<file path="src/pcb_params.svh">
// Constants for the power command bank: codes, fields, resets, host port map, op codes
`ifndef PCB_PARAMS_SVH
`define PCB_PARAMS_SVH
// Command codes
`define PCB_CMD_TURN_ON        8'h01
`define PCB_CMD_ON_OFF_CFG     8'h02
`define PCB_CMD_CLEAR_FAULTS   8'h03
`define PCB_CMD_WRITE_LOCK     8'h10
`define PCB_CMD_RESTORE_DEF    8'h12
`define PCB_CMD_STORE_USER     8'h15
`define PCB_CMD_RESTORE_USER   8'h16
`define PCB_CMD_BUS_FEATURE    8'h19
`define PCB_CMD_VOUT_FORMAT    8'h20
`define PCB_CMD_VOUT_SETPOINT  8'h21
`define PCB_CMD_LOOP_SCALE     8'h29
`define PCB_CMD_MON_SCALE      8'h2A
`define PCB_CMD_VIN_START      8'h35
// Field positions
`define PCB_TURN_ON_ENABLE_BIT 7
`define PCB_CFG_POWERUP_BIT    4
`define PCB_CFG_CMD_EN_BIT     3
`define PCB_CFG_PIN_EN_BIT     2
`define PCB_CFG_POLARITY_BIT   1
`define PCB_LOCK_ALL_BIT       7
`define PCB_LOCK_MOST_BIT      6
`define PCB_LOCK_SOME_BIT      5
// Writable masks and fixed read values
`define PCB_TURN_ON_WMASK      16'h0080
`define PCB_TURN_ON_FIXED      16'h0004
`define PCB_CFG_WMASK          16'h001E
`define PCB_CFG_FIXED          16'h0001
`define PCB_LOCK_WMASK         16'h00E0
`define PCB_FEATURE_FIXED      16'h0020
`define PCB_VOUT_FMT_WMASK     16'h0007
`define PCB_VOUT_FMT_FIXED     16'h0000
`define PCB_SETPOINT_WMASK     16'h0FFF
`define PCB_LOOP_WMASK         16'hFBFF
`define PCB_MON_WMASK          16'h3BFF
`define PCB_VIN_WMASK          16'h07FF
`define PCB_VIN_EXP_LSB        11
// Reset values (operating memory, before any restore)
`define PCB_TURN_ON_RESET      16'h0080
`define PCB_CFG_RESET          16'h001E
`define PCB_LOCK_RESET         16'h0000
`define PCB_VOUT_FMT_RESET     16'h0000
`define PCB_SETPOINT_RESET     16'h0000
`define PCB_LOOP_RESET         16'h0000
`define PCB_MON_RESET          16'h0000
`define PCB_VIN_RESET          16'h0000
// Software port map of the host controller
`define PCB_HREG_CMD           4'h0
`define PCB_HREG_DATA          4'h1
`define PCB_HREG_GO            4'h2
`define PCB_HREG_STATUS        4'h3
`define PCB_HREG_RDATA         4'h4
// Op codes written to the go register
`define PCB_OP_WRITE           2'h1
`define PCB_OP_READ            2'h2
`define PCB_OP_SEND            2'h3
`endif

</file>
<file path="src/pcb_pkg.sv">
// Types shared by both ends of the power command bank
package pcb_pkg;
   typedef enum logic [1:0] {
      PCB_KIND_WRITE,
      PCB_KIND_READ,
      PCB_KIND_SEND
   } pcb_kind_type;
endpackage

</file>
<file path="src/pcb_link_if.sv">
// Command link between the bank host and the bank device
`timescale 1ns/1ps
`default_nettype none
interface pcb_link_if;
   logic                  req;      // Request strobe, one cycle
   pcb_pkg::pcb_kind_type kind;     // Transaction kind
   logic [7:0]            code;     // Command code
   logic [15:0]           wdata;    // Write data
   logic                  ack;      // Answer strobe, one cycle
   logic [15:0]           rdata;    // Read answer
   logic                  blocked;  // Write refused by lock or unknown
   modport host (output req, kind, code, wdata, input ack, rdata, blocked);
   modport device (input req, kind, code, wdata, output ack, rdata, blocked);
endinterface
`default_nettype wire

</file>
<file path="src/pcb_pin_sync.sv">
// Two-stage synchroniser for the supply switch pin
`timescale 1ns/1ps
`default_nettype none
module pcb_pin_sync (
   input  wire logic clock,    // System clock
   input  wire logic rst,      // Synchronous reset
   input  wire logic pin_in,   // Asynchronous pin
   output logic      pin_sync  // Synchronised level
);
   typedef struct packed {
      logic first;
      logic second;
   } pcb_sync_type;
   pcb_sync_type state_reg;
   pcb_sync_type state_next;

   // First stage feeds only the second
   always_comb begin
      state_next.first  = pin_in;
      state_next.second = state_reg.first;
   end

   always_ff @(posedge clock) begin
      if (rst) begin
         state_reg <= '0;
      end else begin
         state_reg <= state_next;
      end
   end

   assign pin_sync = state_reg.second;
endmodule
`default_nettype wire

</file>
<file path="src/pcb_bank_device.sv">
// Device end: standard power command register bank and turn-on logic
`timescale 1ns/1ps
`default_nettype none
`include "pcb_params.svh"

// Notes on behaviour
// - turn-on bit 7 off immediately, 1 on
// - bit 6 zero, margin field fixed 00
// - margin fault response reads fixed 01
// - config bit 4: pin and command gate start
// - config bit 3: command bit must be set
// - config bit 2: pin must be asserted
// - config bit 1: pin polarity, 1 high
// - config bit 0 always reads one
// - send 0x03 clears latched fault bits; same-cycle events stay set
// - three lock levels block other writes
// - send 0x12 loads factory defaults
// - send 0x15 stores operating memory to user
// - send 0x16 loads stored user settings
// - feature bit 7 zero, no error checking
// - feature bus speed field fixed 01
// - feature bit 4 zero, no alert pin
// - format field 7:5 fixed linear
// - format exponent 2:0 writable
// - setpoint 12-bit mantissa, top nibble zero
// - loop scaling exponent, bit 10 zero, mantissa
// - monitor scaling exponent, bits zero, mantissa
// - input threshold mantissa 10:0 writable
// - input threshold exponent from external field
module pcb_bank_device (
   input  wire logic       clock,            // System clock, 50 MHz
   input  wire logic       rst,              // Synchronous reset
   pcb_link_if.device      link,             // Command link from host
   input  wire logic       supply_switch_pin,// Asynchronous on/off pin
   input  wire logic [2:0] vin_exponent,     // Input voltage exponent field
   input  wire logic [7:0] fault_in,         // Fault events to latch
   output logic            output_enable,    // Converter enabled
   output logic [7:0]      fault_flags,      // Latched faults
   output logic [11:0]     vout_mantissa,    // Output target mantissa
   output logic [2:0]      vout_exponent,    // Output target exponent
   output logic [15:0]     loop_scale,       // Loop scaling word
   output logic [15:0]     monitor_scale,    // Monitor scaling word
   output logic [10:0]     input_start_threshold_mantissa   // Start threshold mantissa
);
   localparam int NREG = 8;

   // ------------------------------------------------------------
   // State
   // ------------------------------------------------------------
   typedef struct packed {
      logic [NREG-1:0][15:0] op;      // Operating memory
      logic [NREG-1:0][15:0] user;    // Stored user page
      logic [7:0]            faults;
      logic                  ack;
      logic                  blocked;
      logic [15:0]           rdata;
      logic                  enable;
   } pcb_dev_type;
   pcb_dev_type state_reg;
   pcb_dev_type state_next;
   logic        pin_sync;

   pcb_pin_sync u_pin_sync (
      .clock    (clock),
      .rst      (rst),
      .pin_in   (supply_switch_pin),
      .pin_sync (pin_sync)
   );

   // Map a command code to its slot; -1 when not a stored register
   function automatic int slot_of(input logic [7:0] c);
      case (c)
         `PCB_CMD_TURN_ON:       slot_of = 0;
         `PCB_CMD_ON_OFF_CFG:    slot_of = 1;
         `PCB_CMD_WRITE_LOCK:    slot_of = 2;
         `PCB_CMD_VOUT_FORMAT:   slot_of = 3;
         `PCB_CMD_VOUT_SETPOINT: slot_of = 4;
         `PCB_CMD_LOOP_SCALE:    slot_of = 5;
         `PCB_CMD_MON_SCALE:     slot_of = 6;
         `PCB_CMD_VIN_START:     slot_of = 7;
         default:                slot_of = -1;
      endcase
   endfunction

   // Writable bits per slot; everything else is fixed or reserved
   function automatic logic [15:0] wmask(input int s);
      case (s)
         0:       wmask = `PCB_TURN_ON_WMASK;
         1:       wmask = `PCB_CFG_WMASK;
         2:       wmask = `PCB_LOCK_WMASK;
         3:       wmask = `PCB_VOUT_FMT_WMASK;
         4:       wmask = `PCB_SETPOINT_WMASK;
         5:       wmask = `PCB_LOOP_WMASK;
         6:       wmask = `PCB_MON_WMASK;
         7:       wmask = `PCB_VIN_WMASK;
         default: wmask = 16'h0000;
      endcase
   endfunction

   function automatic logic [15:0] reset_of(input int s);
      case (s)
         0:       reset_of = `PCB_TURN_ON_RESET;
         1:       reset_of = `PCB_CFG_RESET;
         2:       reset_of = `PCB_LOCK_RESET;
         3:       reset_of = `PCB_VOUT_FMT_RESET;
         4:       reset_of = `PCB_SETPOINT_RESET;
         5:       reset_of = `PCB_LOOP_RESET;
         6:       reset_of = `PCB_MON_RESET;
         7:       reset_of = `PCB_VIN_RESET;
         default: reset_of = 16'h0000;
      endcase
   endfunction

   // Lock levels: lock register permits only listed commands
   function automatic logic write_allowed(input logic [7:0] c, input logic [15:0] lock);
      if (c == `PCB_CMD_WRITE_LOCK) begin
         write_allowed = 1'b1;
      end else if (lock[`PCB_LOCK_ALL_BIT]) begin
         write_allowed = 1'b0;
      end else if (lock[`PCB_LOCK_MOST_BIT]) begin
         write_allowed = (c == `PCB_CMD_TURN_ON);
      end else if (lock[`PCB_LOCK_SOME_BIT]) begin
         write_allowed = (c == `PCB_CMD_TURN_ON) || (c == `PCB_CMD_ON_OFF_CFG)
                      || (c == `PCB_CMD_VOUT_SETPOINT);
      end else begin
         write_allowed = 1'b1;
      end
   endfunction

   // ------------------------------------------------------------
   // Transaction handling and enable decision
   // ------------------------------------------------------------
   always_comb begin
      int          s;
      logic [15:0] cfg;
      logic        pin_on;
      logic        cmd_ok;
      logic        pin_ok;
      s              = slot_of(link.code);
      cfg    = state_reg.op[1];
      pin_on = cfg[`PCB_CFG_POLARITY_BIT] ? pin_sync : ~pin_sync;
      cmd_ok = ~cfg[`PCB_CFG_CMD_EN_BIT]
             | state_reg.op[0][`PCB_TURN_ON_ENABLE_BIT];
      pin_ok = ~cfg[`PCB_CFG_PIN_EN_BIT] | pin_on;
      state_next     = state_reg;
      state_next.ack = 1'b0;
      // Sticky faults; a new event beats a clear in the same cycle
      state_next.faults = state_reg.faults | fault_in;
      if (link.req) begin
         state_next.ack     = 1'b1;
         state_next.blocked = 1'b0;
         case (link.kind)
            pcb_pkg::PCB_KIND_WRITE: begin
               // Refused writes still ack, flagged, nothing stored
               if (s >= 0 && write_allowed(link.code, state_reg.op[2])) begin
                  state_next.op[s] = (state_reg.op[s] & ~wmask(s))
                                   | (link.wdata & wmask(s));
               end else begin
                  state_next.blocked = 1'b1;
               end
            end
            pcb_pkg::PCB_KIND_READ: begin
               case (link.code)
                  `PCB_CMD_TURN_ON:
                     state_next.rdata = (state_reg.op[0] & `PCB_TURN_ON_WMASK)
                                      | `PCB_TURN_ON_FIXED;
                  `PCB_CMD_ON_OFF_CFG:
                     state_next.rdata = (state_reg.op[1] & `PCB_CFG_WMASK)
                                      | `PCB_CFG_FIXED;
                  `PCB_CMD_BUS_FEATURE:
                     state_next.rdata = `PCB_FEATURE_FIXED;
                  `PCB_CMD_VOUT_FORMAT:
                     state_next.rdata = (state_reg.op[3] & `PCB_VOUT_FMT_WMASK)
                                      | `PCB_VOUT_FMT_FIXED;
                  `PCB_CMD_VIN_START:
                     state_next.rdata = (state_reg.op[7] & `PCB_VIN_WMASK)
                        | {{2{vin_exponent[2]}}, vin_exponent, 11'h000};
                  default:
                     state_next.rdata = (s >= 0) ? (state_reg.op[s] & wmask(s))
                                                 : 16'h0000;
               endcase
            end
            pcb_pkg::PCB_KIND_SEND: begin
               case (link.code)
                  `PCB_CMD_CLEAR_FAULTS: state_next.faults = fault_in;
                  `PCB_CMD_RESTORE_DEF: begin
                     for (int i = 0; i < NREG; i++) begin
                        state_next.op[i] = reset_of(i);
                     end
                  end
                  `PCB_CMD_STORE_USER:   state_next.user = state_reg.op;
                  `PCB_CMD_RESTORE_USER: state_next.op = state_reg.user;
                  default:               state_next.blocked = 1'b1;
               endcase
            end
            default: state_next.blocked = 1'b1;
         endcase
      end
      // Enable decision; PEC bytes never exist on this link
      // Immediate off: no sequencing delay when the enable drops
      state_next.enable = cfg[`PCB_CFG_POWERUP_BIT] ? (cmd_ok & pin_ok) : 1'b1;
   end

   // User page is a copy of defaults until first store
   always_ff @(posedge clock) begin
      if (rst) begin
         state_reg <= '0;
         for (int i = 0; i < NREG; i++) begin
            state_reg.op[i]   <= reset_of(i);
            state_reg.user[i] <= reset_of(i);
         end
      end else begin
         state_reg <= state_next;
      end
   end

   // ------------------------------------------------------------
   // Outputs
   // ------------------------------------------------------------
   assign link.ack        = state_reg.ack;
   assign link.rdata      = state_reg.rdata;
   assign link.blocked    = state_reg.blocked;
   assign output_enable   = state_reg.enable;
   assign fault_flags     = state_reg.faults;
   assign vout_mantissa   = state_reg.op[4][11:0];
   assign vout_exponent   = state_reg.op[3][2:0];
   assign loop_scale      = state_reg.op[5] & `PCB_LOOP_WMASK;
   assign monitor_scale   = state_reg.op[6] & `PCB_MON_WMASK;
   assign input_start_threshold_mantissa = state_reg.op[7][10:0];
endmodule
`default_nettype wire

</file>
<file path="src/flat_wrapper.sv">
// flat-port wrapper written by rule: the top's interface ports become plain ports
module pcb_bank_device_flat 
  (clock, rst, supply_switch_pin, vin_exponent, fault_in, output_enable, fault_flags, vout_mantissa, vout_exponent, loop_scale, monitor_scale, input_start_threshold_mantissa, link_req, link_kind, link_code, link_wdata, link_ack, link_rdata, link_blocked);
  pcb_link_if link_i ();
  input  wire logic clock;
  input  wire logic rst;
  input  wire logic supply_switch_pin;
  input  wire logic [2:0] vin_exponent;
  input  wire logic [7:0] fault_in;
  output logic output_enable;
  output logic [7:0] fault_flags;
  output logic [11:0] vout_mantissa;
  output logic [2:0] vout_exponent;
  output logic [15:0] loop_scale;
  output logic [15:0] monitor_scale;
  output logic [10:0] input_start_threshold_mantissa;
  input wire logic [$bits(link_i.req)-1:0] link_req;
  input wire logic [$bits(link_i.kind)-1:0] link_kind;
  input wire logic [$bits(link_i.code)-1:0] link_code;
  input wire logic [$bits(link_i.wdata)-1:0] link_wdata;
  output wire logic [$bits(link_i.ack)-1:0] link_ack;
  output wire logic [$bits(link_i.rdata)-1:0] link_rdata;
  output wire logic [$bits(link_i.blocked)-1:0] link_blocked;
  assign link_i.req = link_req;
  assign link_i.kind = link_kind;
  assign link_i.code = link_code;
  assign link_i.wdata = link_wdata;
  assign link_ack = link_i.ack;
  assign link_rdata = link_i.rdata;
  assign link_blocked = link_i.blocked;
  pcb_bank_device u_core (.clock(clock), .rst(rst), .link(link_i), .supply_switch_pin(supply_switch_pin), .vin_exponent(vin_exponent), .fault_in(fault_in), .output_enable(output_enable), .fault_flags(fault_flags), .vout_mantissa(vout_mantissa), .vout_exponent(vout_exponent), .loop_scale(loop_scale), .monitor_scale(monitor_scale), .input_start_threshold_mantissa(input_start_threshold_mantissa));
endmodule
</file>
<file path="config.mk">
export PLATFORM = sky130hd
export DESIGN_NAME = pcb_bank_device_flat
export DESIGN_NICKNAME = d
export VERILOG_FILES = /design/src/pcb_pkg.sv /design/src/pcb_link_if.sv /design/src/pcb_pin_sync.sv /design/src/pcb_bank_device.sv /design/src/flat_wrapper.sv
export VERILOG_INCLUDE_DIRS = /design/src
export SDC_FILE = /design/constraint.sdc
export NUM_CORES = 1
export LEC_CHECK = 0
export BUFFER_PORTS_ARGS = -buffer_cell sky130_fd_sc_hd__buf_2
export CELL_PAD_IN_SITES_DETAIL_PLACEMENT = 1
export CELL_PAD_IN_SITES_GLOBAL_PLACEMENT = 1
export CORE_ASPECT_RATIO = 2
export CORE_MARGIN = 4
export CORE_UTILIZATION = 30
export DETAILED_ROUTE_END_ITERATION = 6
export GPL_TIMING_DRIVEN = 0
export PLACE_DENSITY = 0.64
export SLEW_MARGIN = 10
export SYNTH_ARGS = -nofsm -noshare
export SYNTH_HDL_FRONTEND = slang
export SYNTH_HIERARCHICAL = 1
export SYNTH_SLANG_ARGS = --single-unit
</file>
<file path="constraint.sdc">
create_clock -name clock -period 4.25 [get_ports clock]
set_input_delay 0.85 -clock clock [delete_from_list [all_inputs] [get_ports clock]]
set_output_delay 0.85 -clock clock [all_outputs]
set_load 0.01 [all_outputs]
</file>
# After elaboration in Yosys (flattened, before gate mapping)
# Memory sizes are Yosys's and may differ from the RTL's.
# Index checks and enable logic that the tools add are counted.
totals:
  regBits: 285
  romBits: 384
  inputBits: 41
  out_inout_bits: 85
  n_memories: 3
mem_list:
  columns: ["memory", "depth", "word_bits", "read_ports", "rd_clocked_by_memory_dff", "write_ports", "line_no", "source"]
  rows:
  - ["(no name shown)", 8, 16, 1, 0, 0, "pcb_bank_device.sv:87", "case (s)"]
  - ["(no name shown)", 8, 16, 1, 0, 0, "pcb_bank_device.sv:87", null]
  - ["(no name shown)", 8, 16, 1, 0, 0, "pcb_bank_device.sv:87", null]
classes:
  n_lt_le_gt_ge: 3
  n_eq_ne: 17
  n_mux: 39
  bitwise: 13
  n_reduce_logical: 12
op_table:
  columns: ["cell", "n"]
  rows:
  - ["128-bit one-hot mux with 2 select lines", 2]
  - ["16-bit 2-to-1 mux", 17]
  - ["32-bit one-hot mux with 8 select lines", 1]
  - ["128-bit bitwise mux", 1]
  - ["128-bit 2-to-1 mux", 1]
  - ["16-bit one-hot mux with 5 select lines", 1]
  - ["32-bit by 1-bit greater-or-equal comparator with 1-bit output (second input constant)", 2]
  - ["16-bit AND", 3]
  - ["16-bit binary-select mux with 3-bit select", 1]
  - ["16-bit demux with 3-bit select", 1]
  - ["8-bit by 5-bit equality test with 1-bit output (second input constant)", 5]
  - ["8-bit by 6-bit equality test with 1-bit output (second input constant)", 5]
  - ["32-bit by 5-bit less-than comparator with 1-bit output (second input constant)", 1]
  - ["29-bit zero test", 1]
  - ["26-bit 2-to-1 mux", 1]
  - ["8-bit by 2-bit equality test with 1-bit output (second input constant)", 2]
  - ["8-bit 2-to-1 mux", 2]
  - ["16-bit NOT", 1]
  - ["11-bit by 16-bit bitwise OR with 16-bit output", 1]
  - ["16-bit bitwise OR", 1]
  - ["1-bit 2-to-1 mux", 10]
  - ["8-bit by 1-bit equality test with 1-bit output (second input constant)", 1]
  - ["8-bit bitwise OR", 1]
  - ["5-bit OR reduction", 1]
  - ["other kinds (16)", 21]

# Longest topological paths before layout
# Gate-level depths: netlist (run 1).
logic_depth:
  depth_word: 19
  mapped_depth: 14

# Hierarchy
# The synthesis (run 1) kept the hierarchy.
modules_own_cells:
  columns: ["module", "n_inst", "cells_per_inst", "area_each_um2"]
  rows:
  - ["pcb_bank_device", 1, 1669, 13111.3]
  - ["pcb_pin_sync", 1, 4, 52.6]

# Worst setup path after synthesis (run 1)
# Ideal clock, no wire load.
synth_timing:
  path_kind: "input to register"
  from: "input port link_code[4]"
  to: "register u_core.state_reg, in the netlist u_core/input_start_threshold_mantissa[0]"
  setup_time_ps: 132
  arrival_time_ps: 3531
  t_required_ps: 4118
  path_slack_ps: 587
  cell_stages: 11
  path_buffers: 3
  path_cell_list: "buf_2 or4b_1 clkbuf_1 or4_4 a311o_1 a211o_1 nand2_1 o21ai_0 buf_2 a221oi_1 nor3_1"
synth_between:
  elab_chain_len: 13
  elab_cells_between_ends: 51
synth_rtl:
  columns: ["element", "line_no", "source"]
  rows:
  - ["start: declaration", "flat_wrapper.sv:19", "input wire logic [$bits(link_i.code)-1:0] link_code;"]
  - ["branches (longest 13 deep; another with 32-bit by 1-bit greater-or-equal comparator with 1-bit output)", null, null]
  - ["end signal: assignment", "pcb_bank_device.sv:213", "state_reg <= state_next;"]
  - ["end: declaration", "pcb_bank_device.sv:59", "pcb_dev_type state_reg;"]
# Parallel ways; which one is timed is not known. The select of a mux whose other input is x is not followed.
# A chain may end at the register's enable or synchronous reset.

# Worst setup path after layout (run 1)
layout_timing:
  from: "input port link_code[0]"
  to: "register u_core/state_reg[188] (netlist name)"
# The elaborated chain is that of the path after synthesis.

==> flow_summary.ini, run 1 <==
[die]
die_area_um2 = 47500
core_um2 = 43400
io_pins = 126
die_x_um = 156
start_util_pct = 30.3
rows = 108
die_h_um = 304

[routing]
via_per_inst = 5.92
routed_wl_um = 74100
drt_iter0_drc = 1054
routed-via-count = 14200
first_pass_iters = 5
wire_per_inst_um = 30.8
ant_nets = 0
post-route-drc-count = 0

[cells_and_area]
num_antenna_cells = 0
final_nets = 1880
fillers = 5260
drive_gt1_share_pct = 18.5
largest_reg_flops = 198
fin_cells = 2405
post-route-cell-area_um2 = 15700
area_growth_pct = 19.4

[sta]
slew_headroom_pct = 15.7
timing.hold.ws_ns = 0.457
max_freq_mhz = 228
clock_skew_ns = 0.0175
finalSetupViolations = 9
period_minus_slack_ns = 4.38
rsz0062_at_grt = no
final_max_slew_viol_count = 0
tightest_slew_ns = 1.25
finalHoldViolCount = 0
fin_crit_sh_pct = 103
fin_tns_setup_ns = -0.499
fin_ws_ns = -0.129

[worst_setup_path]
worstRegToRegCells = 8
cp_slowest_cell = nor3b_1
arrival_ns = 4.84
path_cells = buf_2 -> buf_2 -> and3b_1 -> o211ai_1 -> buf_4 -> nand2_1 -> a21oi_1 -> nor3b_1 -> o31ai_1 -> a22o_1
worstSetupPathType = primary input to flop
cpLargestDelayFamily = simple AND/OR/NAND/NOR gates
r2r_end = u_core/state_reg[185]$_SDFFE_PP0P_
crit_top_cell = buf_2
r2r-start = u_core/state_reg[193]$_SDFFE_PP0P_
max_stage_delay_ns = 1.07
start_kind = primary input
critPathMaxFanout = 10
r2r_slack_ns = 1.32
end_kind = flop
required_ns = 4.71
cp_num_buf_inv = 3

[grt]
grt-ovfl-total = 0
grt_pass1_vias = 14600
grt_pass1_wl_um = 104000
grt_max_degree = 15
grt_usage_pct = 30.3
antenna_found_initial = 0

[pwr]
p_leak_nw = 5.77
p_per_area_nw_per_um2 = 364
vdd_drop_max_mv = 0.283
p_total_mw = 5.73

[placement]
portBuffers = 120
place_hpwl_um = 57900
place_inst = 2352
gp_congestion = 1.01
placement.cell_area_um2 = 14600

[synth]
ys_ff_latch = 281
synth_warnings = 6
ys_types = 73
netlist_instances = 1673
synth_flop_cell = dfxtp_1
syn_area_per_cell_um2 = 7.87
synth_area_um2 = 13200
yosysSeqAreaShare_pct = 42.7
synth-async-reset-ratio_pct = 0
synth-edff-count = 0

[cts]
clkTransAtPathRegs_ns = 0.07
clock_latency_ns = 0.58
htreeDepth = 1
cts_buffers = 28
postCtsHoldBufs = 0
clock-sinks = 281
clockBufferDepth = 3
cts_tree = yes
cts-root-buf = clkbuf_16

[run_status]
violations = negative setup slack
status = finished, violations left

[worst_hold_path]
hold_path.class = flop to flop
hold_depth = 1
min_to = u_core/u_pin_sync/pin_sync$_SDFF_PP0_
min-delay-start = u_core/u_pin_sync/state_next[0]$_SDFF_PP0_

[job]
cap_violations = 0
[routing by layer]
layer	part of all wire [%]	global-route usage, %
met5	0	0
met4	11	25.3
met2	50	52.4
met3	5.3	3.86
met1	34	31.9
[stage by stage]
step / worst slack [ns] / utilization [%]
2_1_floorplan: 0.587 / -
3_3_place_gp: -2.54 / 33.3
3_5_place_dp: -1.46 / 33.6
4_1_cts: 0.0177 / 36.1
5_1_grt: 0.00730 / 36.2
6_report: -0.129 / 36.2
[power breakdown]
| part | internal [mW] | switching [mW] |
|---|---|---|
| combinational | 0.0854 | 0.216 |
| clock | 1.63 | 1.14 |
| sequential | 2.65 | 0.0114 |
| total | 4.36 | 1.36 |
[synthesized netlist by cell type (16+ instances only)]
master | instances | area (um^2)
nor2_1 | 171 | 642
a21oi_1 | 157 | 786
nand2_1 | 324 | 1220
a22oi_1 | 32 | 240
clkbuf_1 | 106 | 398
a32oi_1 | 19 | 166
a221oi_1 | 80 | 701
nor3_1 | 102 | 510
buf_2 | 16 | 80.1
buf_4 | 84 | 631
nand3_1 | 20 | 100
o21ai_0 | 47 | 235
a211oi_1 | 29 | 218
dfxtp_1 | 281 | 5630
[layout by cell type (no fill, tap or decap), types with 6 or more instances in the layout]
master,instances
nand4_1,9
or2_2,7
buf_2,136
a22oi_1,32
o211a_1,6
nor3_1,99
a32oi_1,19
nand3_1,17
clkbuf_1,103
mux2_2,7
buf_1,6
nor2b_1,6
mux2i_1,7
a221o_1,7
buf_4,96
a221oi_1,80
o211ai_1,9
a311oi_1,7
a21oi_1,153
and3_1,9
nor2_1,169
and2_1,8
o22ai_1,9
a211oi_1,29
a21oi_2,7
o21ai_0,45
dfxtp_1,281
clkbuf_16,29
nand2_1,323
[cells by family after synthesis]
group,Yosys count,share of synthesized area (%)
other,1,0.0285
adders and majority gates,3,0.285
xor gates and xnor gates,3,0.200
and+or+nand+nor,698,23.1
AOI/OAI and AO/OA,452,23.6
muxes,15,1.21
DFF,281,42.7
buffers and inverters,220,8.82
[worst reg2reg max path, delay by kind of cell, from the launching register on]
family                 cells  cell delay (ns)
AO/OA/AOI/OAI              5             1.50
buffers and inverters      1             0.38
flip-flops                 1             0.40
AND/OR/NAND/NOR            2             0.56
[layout make-up]
class                           count  area, um^2  area share [%]
Buffer                            210        1130            7.19
Clock buffer                       38         810            5.15
Clock inverter                     11         186            1.19
Inverter                            6        22.5           0.143
Multi-Input combinational cell   1175        6540            41.6
Sequential cell                   281        5630            35.8
Tap cell                          550         688            4.38
Timing Repair Buffer              134         717            4.56
[worst max-delay path by stage]
stage,start,endpoint,cells past startpoint
6_report,link_code[0],u_core/state_reg[188]$_SDFFE_PP0P_,10
4_1_cts,link_code[3],u_core/monitor_scale[13]$_SDFFE_PP0P_,12
2_1_floorplan,link_code[4],u_core/input_start_threshold_mantissa[0]$_SDFFE_PP0P_,11
3_3_place_gp,link_code[1],u_core/state_reg[209]$_SDFFE_PP0P_,13
5_1_grt,link_code[0],u_core/state_reg[188]$_SDFFE_PP0P_,10
3_5_place_dp,link_code[5],u_core/input_start_threshold_mantissa[0]$_SDFFE_PP0P_,11
[repair_timing]
item / 4_1_cts / 5_1_grt
buffers inserted: 6 / 2
pin swaps: 5 / 3
setup endpoints to repair: 111 / 71
resized for setup: 19 / 16
Power figures use the tool's default switching activity.
==> run 2, diff against run 1 <==
--- a/config.mk
+++ b/config.mk
@@ -14,9 +14,8 @@
 export CORE_UTILIZATION = 30
 export DETAILED_ROUTE_END_ITERATION = 6
 export GPL_TIMING_DRIVEN = 0
-export PLACE_DENSITY = 0.64
+export PLACE_DENSITY = 0.66
 export SLEW_MARGIN = 10
 export SYNTH_ARGS = -nofsm -noshare
 export SYNTH_HDL_FRONTEND = slang
-export SYNTH_HIERARCHICAL = 1
 export SYNTH_SLANG_ARGS = --single-unit
==> constraint.sdc (replaced) <==
create_clock -name clock -period 3.96 [get_ports clock]
set_input_delay 0.792 -clock clock [delete_from_list [all_inputs] [get_ports clock]]
set_output_delay 0.792 -clock clock [all_outputs]
set_load 0.01 [all_outputs]
==> run 2 against run 1 <==
  * The flow still finishes with violations (negative setup slack)
  * Die area down 0.49%
  * First-iteration DRC count is 2.3% higher
  * Routed wire length is 2.1% higher
  * Core utilization increased by 0.28 points
  * Synthesized area decreased by 0.51%
  * Clock power is essentially flat
  * Sequential power increased by 3%
  * Global-route usage increased by 0.73 points
  * Worst setup slack better by 0.13 ns
  * Register-to-register slack got worse by 0.07 ns
  * Synthesized cell count increased by 0.66%
==> flow_summary.ini, run 2 <==
[synth]
synth-adder-area-share_pct = 0.287
synth_area_um2 = 13100
synth_area_leaders = dfxtp_1 (41%), nand2_1 (8.2%), a21oi_1 (7.0%)
synth-edff-count = 0
netlist.area_leader.share_pct = 41.1
synth-xor-area-share_pct = 0.201
synth-compound-area-share_pct = 25.7
synthMuxAreaShare_pct = 1.09
synth_warnings = 0
syn_area_per_cell_um2 = 7.78
ys_types = 74
netlist_instances = 1684
ys_ff_latch = 269
yosysSeqAreaShare_pct = 41.1
synth_top_family_by_area = compound AO/OA/AOI/OAI gates
synthSimpleGateAreaFrac_pct = 21.8
synth_common_cells = nand2_1 (287), dfxtp_1 (269), a21oi_1 (183), nor2_1 (168), clkbuf_1 (112)
synth-async-reset-ratio_pct = 0
yosys.area.top_type = dfxtp_1
synth_flop_cell = dfxtp_1
synth.most_common_cell = nand2_1

[worst_setup_path]
end_kind = flop
r2r_slack_ns = 1.25
cp-endpoint = u_core.state_reg[169]$_SDFFE_PP0P_
required_ns = 4.45
start_kind = primary input
r2r-start = u_core.state_reg[193]$_SDFFE_PP0P_
worstRegToRegCells = 9
critPathMaxFanout = 10
arrival_ns = 4.45
worstSetupPathType = primary input to flop
r2r_end = u_core.loop_scale[13]$_SDFFE_PP0P_
startpoint = link_code[5]

[sta]
max_freq_mhz = 252
clock_skew_ns = 0.0212
tightest_slew_ns = 1.36
fin_ws_ns = -0.00305
finalHoldViolCount = 0
final_max_slew_viol_count = 0
slew_headroom_pct = 7.87
finalSetupViolations = 1
fin_crit_sh_pct = 100
period_minus_slack_ns = 3.96
rsz0062_at_grt = yes
timing.hold.ws_ns = 0.430

[die]
die_area_um2 = 47300
core_um2 = 43200
start_util_pct = 30.3
die_h_um = 303
rows = 108
die_x_um = 156
io_pins = 126

[pwr]
p_per_area_nw_per_um2 = 372
pwr-share-clk_pct = 47.1
intPower_mw = 4.37
vdd_drop_max_mv = 0.292
p_leak_nw = 5.78
p_switching_mw = 1.50
p_total_mw = 5.88
switching_share_pct = 25.6
comb_power_share_pct = 6.4
p_seq_share_pct = 46.5

[placement]
place_hpwl_um = 58400
gp_congestion = 1.09
portBuffers = 118

[grt]
grt_max_degree = 15
grt-ovfl-total = 0
antenna_found_initial = 0
grt_pass1_vias = 14700
grt_pass1_wl_um = 106000
grt_usage_pct = 31.0

[cells_and_area]
layout_common_cells = nand2_1 (287), dfxtp_1 (269), a21oi_1 (183)
fillers = 5307
area_growth_pct = 20.6
final_nets = 1899
final_core_util_pct = 36.5
layout_commonest_cell = nand2_1
drive_gt1_share_pct = 19.4
register_area_um2 = 5390
largest_reg_flops = 186
multi_input_area_um2 = 6700

[cts]
clock_latency_ns = 0.58
clkTransAtPathRegs_ns = 0.07
cts_buffers = 26
cts-root-buf = clkbuf_16
htreeDepth = 1
clock-sinks = 269
cts_tree = yes
clockBufferDepth = 3
postCtsHoldBufs = 0

[routing]
via_per_inst = 5.91
first_pass_iters = 5
routed_wl_um = 75600
post-route-drc-count = 0
routed-via-count = 14400
ant_nets = 0
wire_per_inst_um = 31.2
drt_iter0_drc = 1078

[run_status]
status = finished, violations left
violations = negative setup slack

[job]
cap_violations = 0

[worst_hold_path]
hold_path.class = primary input to flop
-- run 2: cell count changes in the layout (fill, tap and decap cells not counted), sizes merged, moves of 14 or more --
cell and change:
nand2 -37, nor3 -22, nand3 +14, a21oi +22, a22oi -28, a211oi +26
o21ai +24
-- run 2: how the worst min path moves through the flow --
stage / start / endpoint / slack [ns] / cells after the start
final: fault_in[2] / u_core.fault_flags[2]$_SDFF_PP0_ / 0.43 / 3
after global routing: fault_in[2] / u_core.fault_flags[2]$_SDFF_PP0_ / 0.44 / 3
after CTS: fault_in[4] / u_core.fault_flags[4]$_SDFF_PP0_ / 0.41 / 3
after detailed placement: u_core.state_reg[101]$_SDFFE_PP0P_ / u_core.state_reg[101]$_SDFFE_PP0P_ / 0.45 / 2
after global placement: u_core.state_reg[158]$_SDFFE_PP0P_ / u_core.state_reg[30]$_SDFFE_PP0P_ / 0.44 / 2
after floorplan: u_core.u_pin_sync.state_next[0]$_SDFF_PP0_ / u_core.u_pin_sync.pin_sync$_SDFF_PP0_ / 0.41 / 1
-- run 2: final cells by class --
type,count,share of cell area (%)
multi-input combinational,1176,42.4
sequential,269,34.1
buffer,221,7.72
clock buffer,40,5.15
timing repair buffer,144,5.11
tap,550,4.36
clock inverter,8,0.681
inverter,17,0.404
antenna,2,0.0317
-- run 2: what timing repair did --
item | 4_1_cts | 5_1_grt
resized for setup | 29 | 31
buffers inserted | 12 | 4
hold endpoints to repair | 0 | 0
endpoints found under the setup margin | 115 | 96
pin swaps | 6 | 4
-- run 2: layer usage --
metal | share of wire [%] | routed length, um | GRT usage [%] | vias up
met5 | 0 | 0 | 0 | -
met3 | 5.6 | 4260 | 4.55 | 314
li1 | - | - | - | 6311
met4 | 12 | 8810 | 28.6 | 0
met2 | 49 | 36900 | 54.3 | 709
met1 | 34 | 25600 | 31.1 | 7016
-- run 2: kinds of logic (layout without fill, tap and decap cells) --
| group | count (synthesis) | count (layout) |
|---|---|---|
| AOI/OAI and AO/OA | 502 | 502 |
| xor gates and xnor gates | 3 | 3 |
| adders and majority gates | 3 | 3 |
| buffers and inverters | 242 | 430 |
| DFF | 269 | 269 |
| muxes | 14 | 14 |
| other | 1 | 6 |
| and+or+nand+nor | 650 | 650 |
-- run 2: through the flow --
| stage | std cells | worst slack [ns] | TNS [ns] | cell area [um^2] |
|---|---|---|---|---|
| detailed placement | 2365 | -1.62 | -145.86 | 14600 |
| CTS | 2423 | 0.00199 | 0 | 15700 |
| finish | 2427 | -0.00305 | -0.00305 | 15800 |
| floorplan | 1687 | 0.00480 | 0 | 13100 |
| global route | 2425 | -0.00417 | -0.00812 | 15800 |
| global placement | 2355 | -2.26 | -217.30 | 14400 |
-- run 2: critical path, stage by stage --
cell      delay, ns
buf_2          0.12
clkbuf_4       0.20
xor2_1         0.22
a221o_2        0.47
a211oi_4       0.45
or3_1          0.28
inv_1          0.08
ha_1           0.30
o21ai_0        0.17
o221ai_1       0.31
o41ai_4        0.48
buf_6          0.22
a221oi_1       0.09
a211oi_1       0.26
-- run 2: power groups by stage --
stage / clock (mW) / sequential [mW] / combinational (mW)
global placement: 0 / 2.79 / 0.346
global route: 2.89 / 2.73 / 0.388
detailed placement: 0 / 2.79 / 0.352
finish: 2.77 / 2.73 / 0.375
floorplan: 0 / 2.79 / 0.171
CTS: 2.80 / 2.73 / 0.363
==> run 3, diff against run 2 <==
--- a/config.mk
+++ b/config.mk
@@ -6,6 +6,7 @@
 export SDC_FILE = /design/constraint.sdc
 export NUM_CORES = 1
 export LEC_CHECK = 0
+export ABC_AREA = 1
 export BUFFER_PORTS_ARGS = -buffer_cell sky130_fd_sc_hd__buf_2
 export CELL_PAD_IN_SITES_DETAIL_PLACEMENT = 1
 export CELL_PAD_IN_SITES_GLOBAL_PLACEMENT = 1
@@ -14,7 +15,7 @@
 export CORE_UTILIZATION = 30
 export DETAILED_ROUTE_END_ITERATION = 6
 export GPL_TIMING_DRIVEN = 0
-export PLACE_DENSITY = 0.66
+export PLACE_DENSITY = 0.68
 export SLEW_MARGIN = 10
 export SYNTH_ARGS = -nofsm -noshare
 export SYNTH_HDL_FRONTEND = slang
==> run 3 against run 2 <==
  * The flow now finishes without violations
  * Non-clock buffer count is 25 lower
  * Clock power increased by 6%
  * Global-route usage fell by 2.7 points
  * Highest routed layer unchanged
==> flow_summary.ini, run 3 <==
[run_status]
status = completed

[grt]
busiest_layer = met2
antenna_found_initial = 1
grt-ovfl-total = 0
grt_pass1_wl_um = 109000
met3_usage_pct = 3.95
use_met1_pct = 30.4
grt_use_met2_pct = 49.0
grt_max_degree = 15
grt_pass1_vias = 16400
grt_usage_pct = 28.3

[die]
io_pins = 126
start_util_pct = 30.3
rows = 113
die_x_um = 163
die_area_um2 = 51700
die_h_um = 318
core_um2 = 47500

[cells_and_area]
layout_common_cells = nand2_1 (356), nor2_1 (304), dfxtp_1 (285)
area_growth_pct = 17.5
fin_cells = 3012
final_core_util_pct = 35.6
fillers = 6241
layout_commonest_cell = nand2_1
largest_reg_flops = 202
final_nets = 2402
drive_gt1_share_pct = 13.6

[synth]
synth_area_um2 = 14400
netlist.area_leader.share_pct = 39.7
syn_area_per_cell_um2 = 6.52
synth_area_leaders = dfxtp_1 (40%), a21oi_1 (9.5%), nand2_1 (9.3%)
synth_warnings = 0
synth-compound-area-share_pct = 17.8
synth-xor-area-share_pct = 0.0609
synthSimpleGateAreaFrac_pct = 26.9
synth-edff-count = 0
ys_types = 35
synth-adder-area-share_pct = 0.261
synthMuxAreaShare_pct = 0
netlist_instances = 2208
synth-async-reset-ratio_pct = 0
synth.most_common_cell = nand2_1
synth_top_family_by_area = simple AND/OR/NAND/NOR gates
synth_flop_cell = dfxtp_1
yosysSeqAreaShare_pct = 39.7
synth_common_cells = nand2_1 (356), nor2_1 (304), dfxtp_1 (285), a21oi_1 (273), inv_1 (263)
yosys.area.top_type = dfxtp_1
ys_ff_latch = 285

[worst_setup_path]
required_ns = 4.47
worstSetupPathType = primary input to flop
critPathMaxFanout = 10
path_cells = buf_2 -> inv_1 -> nand2_1 -> nor2_2 -> nand2_1 -> nand2_2 -> nor2_2 -> nand2_4 -> nand2_4 -> buf_4 -> nand2_1 -> nand3_1 -> nand2_1 -> o21ai_2 -> nand3_1 -> a21oi_1
crit_top_cell = nand2_1
start_kind = primary input
end_kind = flop
max_stage_delay_ns = 0.80
arrival_ns = 4.44
cp_slowest_cell = o21ai_2

[placement]
place_inst = 2973
pre_cts_ws_ns = -1.67
portBuffers = 121
place_hpwl_um = 57800
gp_congestion = 1.01

[pwr]
switching_share_pct = 25.7
p_total_mw = 6.35
p_leak_nw = 7.29
intPower_mw = 4.72
pwr-share-clk_pct = 46.1
vdd_drop_max_mv = 0.332
p_seq_share_pct = 46.5
p_switching_mw = 1.63
p_per_area_nw_per_um2 = 376
comb_power_share_pct = 7.5

[routing]
routed_wl_um = 74800
routed-via-count = 15700
ant_nets = 0
via_per_inst = 5.22
drt_iter0_drc = 1084
post-route-drc-count = 0
first_pass_iters = 5
wire_per_inst_um = 24.8

[cts]
clock-sinks = 285
clkTransAtPathRegs_ns = 0.07
htreeDepth = 1
clockBufferDepth = 3
cts_buffers = 28
clock_latency_ns = 0.58
ctsResizeCount = 7
postCtsSetupBuffers = 0
cts_tree = yes
cts-root-buf = clkbuf_16
postCtsHoldBufs = 0

[sta]
slew_headroom_pct = 13.4
rsz0062_at_grt = no
max_freq_mhz = 254
period_minus_slack_ns = 3.93
final_max_slew_viol_count = 0
fin_ws_ns = 0.0289
finalHoldViolCount = 0
fin_crit_sh_pct = 99.3
fin_tns_setup_ns = 0
tightest_slew_ns = 1.30
clock_skew_ns = 0.0164
finalSetupViolations = 0

[worst_hold_path]
hold_path.class = primary input to flop

[job]
cap_violations = 0
## run 3: cell types whose count changed in the layout (fill, tap and decap cells not counted), moves of 13 or more
cell / delta
buf_4: -22
nor3_1: -77
or2_2: +15
a211oi_1: -51
a21oi_1: +90
o21ai_0: +113
nand2_1: +69
nor2_1: +143
and2_1: -13
inv_1: +246
nand3_1: +194
dfxtp_1: +16
a221oi_1: -83
## run 3: per-stage QoR
step | hold slack, ns | instance area (um^2)
after floorplan | 0.388 | 14400
after global placement | 0.395 | 15800
after detailed placement | 0.401 | 16000
after CTS | 0.396 | 16900
after global routing | 0.418 | 16900
final | 0.413 | 16900
## run 3: metal layers
layer / up-vias / share of wire (%)
met4: 0 / 9.7
met1: 7552 / 35
met3: 252 / 5.7
li1: 7291 / -
met2: 615 / 49
met5: - / 0
## run 3: kinds of logic (layout without fill, tap and decap cells)
| group | Yosys count | in the layout |
|---|---|---|
| other cells | 1 | 6 |
| compound gates | 498 | 498 |
| buf+inv | 494 | 661 |
| xor+xnor | 1 | 1 |
| flops | 285 | 285 |
| fa+ha+maj | 3 | 3 |
| simple gates | 926 | 926 |
## run 3: power groups by stage
| stage | Sequential (mW) | Combinational [mW] | Clock, mW |
|---|---|---|---|
| after floorplan | 2.99 | 0.241 | 0 |
| after global placement | 3.02 | 0.437 | 0 |
| after detailed placement | 3.02 | 0.463 | 0 |
| after CTS | 2.95 | 0.466 | 2.97 |
| after global routing | 2.95 | 0.504 | 3.07 |
| final | 2.95 | 0.474 | 2.93 |
## run 3: final timing paths
path | endpoint | cells past startpoint | from | slack, ns
hold reg to reg | u_core.u_pin_sync.pin_sync$_SDFF_PP0_ | 2 | u_core.u_pin_sync.state_next[0]$_SDFF_PP0_ | 0.42
setup reg to reg | u_core.input_start_threshold_mantissa[3]$_SDFFE_PP0P_ | 10 | u_core.state_reg[193]$_SDFFE_PP0P_ | 1.53
hold / removal | u_core.u_pin_sync.state_next[0]$_SDFF_PP0_ | 3 | supply_switch_pin | 0.41
setup / recovery | u_core.input_start_threshold_mantissa[2]$_SDFFE_PP0P_ | 16 | link_code[6] | 0.03
## run 3: critical path: cells and delay by family
| family | cells | cell delay [ns] |
|---|---|---|
| simple gates | 11 | 2.27 |
| compound gates | 2 | 1.00 |
| buf+inv | 3 | 0.37 |
## run 3: final cells by class
| cell class | instances | area, um^2 | area share, % |
|---|---|---|---|
| Antenna cell | 2 | 5.00 | 0.0296 |
| Buffer | 210 | 1130 | 6.67 |
| Clock buffer | 39 | 803 | 4.75 |
| Clock inverter | 11 | 158 | 0.932 |
| Inverter | 271 | 1020 | 6.02 |
| Multi-Input combinational cell | 1432 | 6570 | 38.9 |
| Sequential cell | 285 | 5710 | 33.7 |
| Tap cell | 632 | 791 | 4.68 |
| Timing Repair Buffer | 130 | 729 | 4.31 |
